===== src/logic/status_led_pkg.sv =====
// Package with types and constants for the status indicator block
package status_led_pkg;

    // System clock rate and blink timebase
    localparam int CLK_HZ = 20000000;
    localparam int BLINK_HZ = 1;
    localparam int PERIOD_CYCLES = CLK_HZ / BLINK_HZ;
    localparam int HALF_PERCENT = 50;
    localparam int TENTH_PERCENT = 10;
    localparam int HALF_CYCLES = PERIOD_CYCLES * HALF_PERCENT / 100;
    localparam int TENTH_CYCLES = PERIOD_CYCLES * TENTH_PERCENT / 100;
    localparam int TB_WIDTH = 25;

    // Reset values
    localparam logic RESET_POWERED = 1'b0;
    localparam logic [TB_WIDTH-1:0] TIMEBASE_RESET = 25'h0000000;

    // Board power state
    typedef enum logic {
        POWER_OFF,
        POWER_ON
    } power_type;

    // Wireless link state
    typedef struct packed {
        logic advertising;
        logic connected;
    } link_type;

    // Charger state
    typedef struct packed {
        logic attached;
        logic charging;
    } charge_type;

    // Flash log state
    typedef struct packed {
        logic preparing;
        logic full;
        logic logging;
        logic closing;
    } flash_type;

    // Blink phases from the shared timebase
    typedef struct packed {
        logic half;
        logic tenth;
    } phase_type;

endpackage


===== src/logic/blink_timebase.sv =====
// Free-running 1 Hz timebase producing the two blink phases
`timescale 1ns/1ps
`default_nettype none
module blink_timebase
    import status_led_pkg::*;
(
    // Clock and reset
    input wire logic clk,
    input wire logic reset,
    // Phases
    output phase_type phase
);

    logic [TB_WIDTH-1:0] count;

    // Counter wraps once per second
    always_ff @(posedge clk) begin
        if (reset || count == TB_WIDTH'(PERIOD_CYCLES - 1)) begin
            count <= TIMEBASE_RESET;
        end else begin
            count <= count + 25'h0000001;
        end
    end

    // Both phases decode the same counter so the LEDs stay aligned
    always_ff @(posedge clk) begin
        if (reset) begin
            phase <= '0;
        end else begin
            phase.half <= (count < TB_WIDTH'(HALF_CYCLES));
            phase.tenth <= (count < TB_WIDTH'(TENTH_CYCLES));
        end
    end

endmodule
`default_nettype wire


===== src/logic/status_led_indicator.sv =====
// Top of the status indicator: power state and LED drive
`timescale 1ns/1ps
`default_nettype none
// Contract
// - Advertising: green blinks 1Hz, half lit
// - Connected: green blinks 1Hz, tenth lit
// - Charger attached: red on charging, off done
// - Red steady while flash preparing or full
// - Logging: red blinks with green, else dark
// - Flash-log indication beats charge indication
// - Each power button press toggles power
// - Powered off: green held dark
// - Red lit while log closes at power-off
// - Attaching USB cable powers the board on
module status_led_indicator
    import status_led_pkg::*;
(
    // Clock and reset
    input wire logic REF_CLK,
    input wire logic RESET,
    // Board state
    input wire link_type LINK,
    input wire charge_type CHARGE,
    input wire flash_type FLASH,
    input wire logic FLASH_ENABLED,
    input wire logic POWER_BUTTON,
    // Indicators
    output logic LED_GREEN,
    output logic LED_RED,
    output logic POWERED
);

    // Owner of the red LED; after RED_DARK, listed from highest priority down
    // Charge complete and an idle flash log both leave red dark
    typedef enum {
        RED_DARK,
        RED_CLOSING,
        RED_STEADY,
        RED_LOG,
        RED_CHARGE
    } red_cause_type;

    // Power state and its decoded forms
    power_type power;
    power_type next_power;
    logic powered_on;

    // Blink phases from the shared timebase
    // Both phases are lit at the start of every period
    phase_type phase;

    // Edge history of the pins and the events found in it
    logic button_prev;
    logic attached_prev;
    logic press;
    logic plug_in;

    // Link state that asks for a green blink
    logic link_up;

    // Red owner and the next values of the output registers
    red_cause_type red_cause;
    logic next_green;
    logic next_red;
    logic next_powered;

    // Level of a blink that follows the link state
    // Connected takes the short flash, advertising the even one
    function automatic logic blink_level(input link_type link_state, input phase_type phases);
        blink_level = link_state.connected ? phases.tenth : phases.half;
    endfunction

    // Flash prep or a full flash keeps red lit without blinking
    function automatic logic flash_steady(input flash_type flash_state);
        flash_steady = flash_state.preparing || flash_state.full;
    endfunction

    // Shared blink timebase, one counter for both LEDs
    // Red and green decode the same count, so their edges line up
    blink_timebase timebase (
        .clk(REF_CLK),
        .reset(RESET),
        .phase(phase)
    );

    // Button history
    // Idle level is low, so reset leaves no false press behind
    always_ff @(posedge REF_CLK) begin
        if (RESET) begin
            button_prev <= 1'b0;
        end else begin
            button_prev <= POWER_BUTTON;
        end
    end

    // Cable history
    // A cable already present at reset release counts as a plug-in
    always_ff @(posedge REF_CLK) begin
        if (RESET) begin
            attached_prev <= 1'b0;
        end else begin
            attached_prev <= CHARGE.attached;
        end
    end

    // Press event, one cycle long, so a held button toggles once
    assign press = POWER_BUTTON && !button_prev;

    // Plug-in event, one cycle long on the cable's rising edge
    assign plug_in = CHARGE.attached && !attached_prev;

    // Power state decision
    // A press wins over a plug-in in the same cycle and toggles
    always_comb begin
        next_power = power;
        if (press) begin
            next_power = (power == POWER_ON) ? POWER_OFF : POWER_ON;
        end else if (plug_in) begin
            next_power = POWER_ON;
        end
    end

    // Power state register
    // Power-on reset leaves the board switched off
    always_ff @(posedge REF_CLK) begin
        if (RESET) begin
            power <= POWER_OFF;
        end else begin
            power <= next_power;
        end
    end

    // Decoded power state, read by the green pattern
    // Green follows it, one cycle behind the powered flag
    assign powered_on = (power == POWER_ON);

    // Powered flag matches the power register after each edge
    assign next_powered = (next_power == POWER_ON);

    // Link states that blink green; connected wins if both are up
    assign link_up = LINK.connected || LINK.advertising;

    // Green LED pattern
    // Off state holds green dark whatever the link does
    always_comb begin
        next_green = 1'b0;
        if (powered_on && link_up) begin
            next_green = blink_level(LINK, phase);
        end
    end

    // Red owner: closing first, then flash status, then charge
    // Closing is not gated by power, it shows after power-off
    always_comb begin
        red_cause = RED_DARK;
        if (FLASH.closing) begin
            red_cause = RED_CLOSING;
        end else if (FLASH_ENABLED) begin
            // Flash status replaces charge status
            if (flash_steady(FLASH)) begin
                red_cause = RED_STEADY;
            end else if (FLASH.logging) begin
                red_cause = RED_LOG;
            end
            // Enabled but idle leaves red dark, even on a charger
        end else if (flash_steady(FLASH)) begin
            red_cause = RED_STEADY;
        end else if (CHARGE.attached && CHARGE.charging) begin
            red_cause = RED_CHARGE;
        end
    end

    // Red level for its owner
    // Logging uses green's blink even while green is held dark
    always_comb begin
        next_red = 1'b0;
        unique case (red_cause)
            RED_DARK: next_red = 1'b0;
            RED_CLOSING: next_red = 1'b1;
            RED_STEADY: next_red = 1'b1;
            RED_LOG: next_red = blink_level(LINK, phase);
            RED_CHARGE: next_red = 1'b1;
            default: next_red = 1'b0;
        endcase
    end

    // Green output register
    // Every output comes straight from a flip-flop
    always_ff @(posedge REF_CLK) begin
        if (RESET) begin
            LED_GREEN <= 1'b0;
        end else begin
            LED_GREEN <= next_green;
        end
    end

    // Red output register
    // Registered so an input change never glitches the LED
    always_ff @(posedge REF_CLK) begin
        if (RESET) begin
            LED_RED <= 1'b0;
        end else begin
            LED_RED <= next_red;
        end
    end

    // Powered output register
    // Reset value follows the power-on state
    always_ff @(posedge REF_CLK) begin
        if (RESET) begin
            POWERED <= RESET_POWERED;
        end else begin
            POWERED <= next_powered;
        end
    end

endmodule
`default_nettype wire


===== config.mk =====
export PLATFORM = sky130hd
export DESIGN_NAME = status_led_indicator
export DESIGN_NICKNAME = d
export VERILOG_FILES = /design/src/logic/status_led_pkg.sv /design/src/logic/blink_timebase.sv /design/src/logic/status_led_indicator.sv
export SDC_FILE = /design/constraint.sdc
export NUM_CORES = 1
export LEC_CHECK = 0
export BUFFER_PORTS_ARGS = -buffer_cell sky130_fd_sc_hd__buf_2
export CAP_MARGIN = 20
export CORE_UTILIZATION = 51
export CTS_CLUSTER_DIAMETER = 120
export CTS_CLUSTER_SIZE = 8
export DETAILED_ROUTE_END_ITERATION = 12
export HOLD_SLACK_MARGIN = 0.12
export PLACE_DENSITY = 0.85
export SLEW_MARGIN = 20
export SYNTH_ARGS = -nofsm -noshare
export SYNTH_HDL_FRONTEND = slang
export SYNTH_HIERARCHICAL = 1
export SYNTH_SLANG_ARGS = --single-unit
export TNS_END_PERCENT = 1

===== constraint.sdc =====
create_clock -name REF_CLK -period 2 [get_ports REF_CLK]
set_input_delay 0.2 -clock REF_CLK [delete_from_list [all_inputs] [get_ports REF_CLK]]
set_output_delay 0.2 -clock REF_CLK [all_outputs]
set_load 0.1 [all_outputs]

# After elaboration in Yosys (flattened, before gate mapping)

Index checks and enable logic that the tools add are counted.
Widths: inputs -> output; s select.

Input bits: 12
Memories kept: 0
Bits in latches: 0
Bits in writable memories: 0
Logic and storage cells: 40
Output and inout bits: 3
Flip-flop bits (word level): 32
Bits in read-only memories: 0

Reductions and logical operators: 12
Multipliers: 0
$add $sub $neg: 1
$lt $le $gt $ge: 2
Muxes and demuxes: 11
Bitwise operators: 1
Div/mod/pow operators: 0
Equal/unequal tests: 5
Shifts and indexed selects: 0

Operators with widths:

| kind                  | count |
|---|---|
| $eq 32x2->1 const B   | 2 |
| $mux 32               | 2 |
| $eq 32x1->1 const B   | 1 |
| $eq 32x3->1 const B   | 1 |
| $add 25x1->25 const B | 1 |
| $eq 25x25->1 const B  | 1 |
| $lt 25x21->1 const B  | 1 |
| $lt 25x24->1 const B  | 1 |
| $mux 3                | 2 |
| $logic_and 1x1->1     | 4 |
| $mux 1                | 4 |
| $mux 2                | 2 |
| $logic_or 1x1->1      | 3 |
| $reduce_or 3->1       | 1 |
| $logic_not 1->1       | 2 |
| $pmux 1 s2            | 1 |
| $reduce_bool 2->1     | 1 |
| $reduce_or 2->1       | 1 |
| $not 1->1             | 1 |

# Depth between registers and ports, before layout

Depth after elaboration: 8
Depth in mapped cells: 6
Depth with buffers taken out: 5

# Cells and area by module

Netlist, hierarchy kept.

Modules (own cells, without submodules):

| module               | area each (µm²) | cells each | sequential area each (µm²) | instances |
|---|---|---|---|---|
| blink_timebase       | 1,316.3         | 160        | 540.5                      | 1 |
| status_led_indicator | 188.9           | 19         | 100.1                      | 1 |

# Least setup slack after synthesis

OpenSTA, ideal clock, no wires.

Kind: register -> register
Start point: register timebase.count[0]
End point: register timebase.count[22]
Path slack: -0.039 ns
Required time: 1.930 ns
Arrival time: 1.968 ns
Setup time: 0.070 ns
Clock period less this slack: 2.039 ns
Buffers on the path: 1
Cell stages (with the launch flop): 7
Path through: dfxtp_1 ha_1 nand3_1 or4_4 buf_6 or4_1 a21oi_1

Word-level cells in the longest chain between the ends: 2
Elaborated cells on any way between the ends: 3
Classes of those cells: add/sub: 1; eq/ne: 1; reduce/logical: 1

RTL lines:

| item                                                  | RTL line             | RTL |
|---|---|---|
| from (decl)                                           | blink_timebase.sv:14 | `logic [TB_WIDTH-1:0] count;` |
| from (signal assigned)                                | blink_timebase.sv:21 | `count <= count + 25'h0000001;` |
| branches (longest 2 deep; another with $add 25x1->25) | --                   |  |

Parallel ways; which one is timed is not known.
A chain may end at the register's enable or synchronous reset.

# Worst setup path in the final report

Start point: register timebase.count[1]
End point: register timebase.count[22]

Same word-level chain as after synthesis.

==> flow_results.xml <==
<?xml version="1.0" encoding="UTF-8"?>
<metrics>
  <group name="status">
    <metric name="outcome" unit="">finished clean</metric>
  </group>
  <group name="clock_tree">
    <metric name="ctsHtreeMaxLevel" unit="">2</metric>
    <metric name="clock_root_buffer" unit="">sky130_fd_sc_hd__clkbuf_4</metric>
    <metric name="clock_tree_buf_depth" unit="">2</metric>
    <metric name="clkSinkCount" unit="">32</metric>
    <metric name="clkLatencyLatePin" unit="ns">0.34</metric>
    <metric name="number_of_clock_buffers_inserted_by_tritoncts" unit="">5</metric>
    <metric name="clk_pin_slew" unit="ns">0.10</metric>
    <metric name="cts_tree" unit="">built</metric>
  </group>
  <group name="synth">
    <metric name="synth_warnings" unit="">6</metric>
    <metric name="asyncSetResetFlopFracSynth" unit="%">0</metric>
    <metric name="synth_seq_cells" unit="">32</metric>
    <metric name="synth_nets" unit="">192</metric>
    <metric name="synth_sequential_area_ratio" unit="%">42.6</metric>
    <metric name="ys_dominant_reg_cell" unit="">sky130_fd_sc_hd__dfxtp_1</metric>
    <metric name="synthesis.area" unit="sq um">1510</metric>
    <metric name="netlist-cell-type-count" unit="">39</metric>
    <metric name="syn_inst" unit="">179</metric>
    <metric name="syn_avg_cell_area" unit="sq um">8.41</metric>
    <metric name="synth_enable_flop_cells" unit="">0</metric>
  </group>
  <group name="power">
    <metric name="total_switching_power" unit="mW">0.292</metric>
    <metric name="pwr-share-comb" unit="%">7.4</metric>
    <metric name="power.total" unit="mW">1.24</metric>
    <metric name="internal_power" unit="mW">0.945</metric>
    <metric name="sequential_share_of_power" unit="%">53.3</metric>
    <metric name="power_density_of_the_placed_cells" unit="nW/um^2">673</metric>
    <metric name="power_frac_clock" unit="%">39.3</metric>
    <metric name="peakVddDrop" unit="uV">568</metric>
    <metric name="switching_share" unit="%">23.6</metric>
    <metric name="total_leakage_power" unit="nW">0.627</metric>
  </group>
  <group name="detailed_routing">
    <metric name="drcViolationCount" unit="">0</metric>
    <metric name="detailedRoute.firstPassIterationCount" unit="">5</metric>
    <metric name="route.final.wire_length" unit="microns">3550</metric>
    <metric name="wire_per_inst" unit="microns">14.6</metric>
    <metric name="routed-via-count" unit="">1475</metric>
    <metric name="routed_via_density" unit="">6.07</metric>
    <metric name="final_antenna_net_count" unit="">0</metric>
    <metric name="drt_iter0_drc" unit="">58</metric>
  </group>
  <group name="timing">
    <metric name="number_of_endpoints_with_negative_hold_slack_in_the_final_report" unit="">0</metric>
    <metric name="finalClockSkew" unit="ns">0.00423</metric>
    <metric name="timing.final.ws_setup" unit="ns">0.0333</metric>
    <metric name="slew_headroom" unit="%">66.6</metric>
    <metric name="slew_violations" unit="">0</metric>
    <metric name="setup-violations-final" unit="">0</metric>
    <metric name="clock.fmax" unit="GHz">0.508</metric>
    <metric name="finalHoldWorstSlack" unit="ns">0.123</metric>
    <metric name="final.setup.tns" unit="ns">0</metric>
    <metric name="worstMarginPinSlew" unit="ns">0.500</metric>
    <metric name="min_period_over_period" unit="%">98.3</metric>
    <metric name="period_needed" unit="ns">1.97</metric>
  </group>
  <group name="critical_path">
    <metric name="worst_path_max_delay_cell" unit="">sky130_fd_sc_hd__or4_4</metric>
    <metric name="r2r_start" unit="">timebase/count[1]</metric>
    <metric name="endpoint_of_the_most_critical_register_to_register_path" unit="">timebase/count[22]</metric>
    <metric name="timing.critical_path.from_type" unit="">flop</metric>
    <metric name="r2r_worst_path_depth" unit="">5</metric>
    <metric name="criticalPathCategory" unit="">reg2reg</metric>
    <metric name="worst_ep_required_time" unit="ns">2.27</metric>
    <metric name="crit_start" unit="">timebase/count[1]</metric>
    <metric name="cp_data_arrival_time" unit="ns">2.24</metric>
    <metric name="cp_slowest_stage_delay" unit="ns">0.60</metric>
    <metric name="cell_chain_critical_path" unit="">ha_4 -&gt; nand3_2 -&gt; or4_4 -&gt; or4_1 -&gt; a21oi_1</metric>
    <metric name="critPathMaxFanout" unit="">6</metric>
    <metric name="critPathCaptureType" unit="">flop</metric>
    <metric name="r2r_slack" unit="ns">0.03</metric>
  </group>
  <group name="place">
    <metric name="dpl_worst_slack" unit="ns">0.0473</metric>
    <metric name="buffer_ports.inserted" unit="">14</metric>
    <metric name="gpl.final_weighted_congestion" unit="">0.838</metric>
    <metric name="dp_hpwl" unit="microns">2310</metric>
  </group>
  <group name="layout">
    <metric name="n_antenna_cell" unit="">0</metric>
    <metric name="post_route_cells_drive_above_1_share" unit="%">25.9</metric>
    <metric name="layout-area-overhead-vs-synth" unit="%">22.1</metric>
    <metric name="layout.nets" unit="">224</metric>
    <metric name="layout_common_cells" unit="">sky130_fd_sc_hd__dfxtp_1 (29), sky130_fd_sc_hd__nor2_1 (19), sky130_fd_sc_hd__buf_4 (16)</metric>
    <metric name="layout.cells.most_common" unit="">sky130_fd_sc_hd__dfxtp_1</metric>
  </group>
  <group name="floorplan">
    <metric name="count_of_pins_on_the_block_boundary" unit="">15</metric>
    <metric name="chip_width" unit="microns">56.3</metric>
    <metric name="fp.coreArea" unit="sq um">2780</metric>
    <metric name="std_cell_rows" unit="">19</metric>
    <metric name="start_util" unit="%">54.1</metric>
    <metric name="die_height" unit="microns">56.3</metric>
    <metric name="die_area" unit="sq um">3170</metric>
  </group>
  <group name="global_route">
    <metric name="initial_antenna_violation_count" unit="">0</metric>
    <metric name="grt_pass1_wl" unit="microns">5450</metric>
    <metric name="grt_max_degree" unit="">24</metric>
    <metric name="grt_pass1_vias" unit="">1275</metric>
    <metric name="global_route.overflow_total" unit="">0</metric>
    <metric name="grtUsageTotal" unit="%">22.3</metric>
  </group>
  <group name="min_path">
    <metric name="worst_hold_startpoint" unit="">CHARGE[1]</metric>
    <metric name="hold_path_end" unit="">attached_prev</metric>
    <metric name="worst_hold_path.num_cells" unit="">2</metric>
    <metric name="hold_path.class" unit="">in2reg</metric>
  </group>
  <group name="run">
    <metric name="drv_cap" unit="">0</metric>
  </group>
</metrics>
-- final cells by class --
cell class | instances | area [sq um]
Clock inverter | 2 | 35.0
Clock buffer | 6 | 41.3
Tap cell | 31 | 38.8
Sequential cell | 32 | 644
Inverter | 8 | 30.0
Multi-Input combinational cell | 133 | 848
Timing Repair Buffer | 31 | 200
Fill cell | 215 | 943
-- registers in the layout (all words and copies together) (netlist names) --
register,count
POWERED,1
LED_RED,1
timebase/phase,2
attached_prev,1
LED_GREEN,1
button_prev,1
timebase/count,25
-- cell usage after synthesis (2+ instances only) --
| cell type | count | share of area (%) |
|---|---|---|
| sky130_fd_sc_hd__a21oi_1 | 15 | 5.0 |
| sky130_fd_sc_hd__and4_1 | 2 | 1.2 |
| sky130_fd_sc_hd__clkbuf_1 | 6 | 1.5 |
| sky130_fd_sc_hd__inv_1 | 8 | 2.0 |
| sky130_fd_sc_hd__xnor2_1 | 8 | 4.7 |
| sky130_fd_sc_hd__nor4_1 | 2 | 0.83 |
| sky130_fd_sc_hd__xor2_1 | 2 | 1.2 |
| sky130_fd_sc_hd__o21ai_0 | 9 | 3.0 |
| sky130_fd_sc_hd__or3_1 | 3 | 1.2 |
| sky130_fd_sc_hd__nand4_1 | 2 | 0.83 |
| sky130_fd_sc_hd__nand2_1 | 14 | 3.5 |
| sky130_fd_sc_hd__nor2_1 | 19 | 4.7 |
| sky130_fd_sc_hd__a311oi_1 | 2 | 1.2 |
| sky130_fd_sc_hd__nor2b_1 | 3 | 1.2 |
| sky130_fd_sc_hd__and3_1 | 2 | 0.83 |
| sky130_fd_sc_hd__a211o_1 | 2 | 1.2 |
| sky130_fd_sc_hd__nor3b_1 | 2 | 1.0 |
| sky130_fd_sc_hd__nor4b_1 | 2 | 1.2 |
| sky130_fd_sc_hd__nor3_1 | 5 | 1.7 |
| sky130_fd_sc_hd__and2_1 | 2 | 0.83 |
| sky130_fd_sc_hd__dfxtp_1 | 32 | 43 |
| sky130_fd_sc_hd__o31ai_1 | 6 | 3.0 |
| sky130_fd_sc_hd__or3_2 | 3 | 1.5 |
| sky130_fd_sc_hd__nand3_1 | 7 | 2.3 |
| sky130_fd_sc_hd__or4_1 | 7 | 3.5 |
-- cell families (layout without fill, tap and decap cells) --
| logic type | Yosys count | after routing | share of synthesized area (%) |
|---|---|---|---|
| flops | 32 | 32 | 42.6 |
| buf+inv | 15 | 47 | 4.24 |
| xor+xnor | 10 | 10 | 5.82 |
| compound gates | 40 | 40 | 16.5 |
| fa+ha+maj | 1 | 1 | 0.831 |
| simple gates | 81 | 82 | 30.0 |
-- worst max-delay path, delay by kind of cell, from the launching register on --
family,cells,cell delay (ns)
compound gates,1,0.15
simple gates,3,1.25
flops,1,0.36
fa+ha+maj,1,0.14
-- through the flow --
step	cell area, sq um	utilization, %	instances
2_1_floorplan	1510	-	179
3_3_place_gp	1690	60.9	231
3_5_place_dp	1690	60.9	231
4_1_cts	1780	64.0	240
5_1_grt	1840	66.1	243
6_report	1840	66.1	243
-- power groups by stage --
stage               registers [mW]  clock network (mW)  logic, mW
floorplan                    0.701                   0     0.0286
global placement             0.671                   0     0.0819
detailed placement           0.672                   0     0.0859
CTS                          0.657               0.494     0.0874
global route                 0.661               0.523     0.0971
finish                       0.660               0.486     0.0911
-- metal layers --
layer  share of wire (%)  track usage [%]
met1                  41             25.8
met2                  50             38.4
met3                 6.3             8.29
met4                 2.1             6.27
met5                   0                0
-- what timing repair did --
item	CTS	global route
setup buffers	0	2
setup endpoints to repair	0	7
endpoints found under the hold margin	2	0
hold buffers	1	0
gates resized for setup	0	9
-- worst max path at each step --
stage / to / slack (ns) / depth (start not counted)
final: timebase/count[22] / 0.03 / 5
after global routing: timebase/count[22] / -0.003 / 5
after CTS: timebase/count[18] / 0.02 / 5
after detailed placement: timebase/count[18] / 0.05 / 5
after global placement: timebase/count[24] / 0.09 / 5
after floorplan: timebase/count[22] / 0.004 / 6
(Power assumes the default switching activity.)
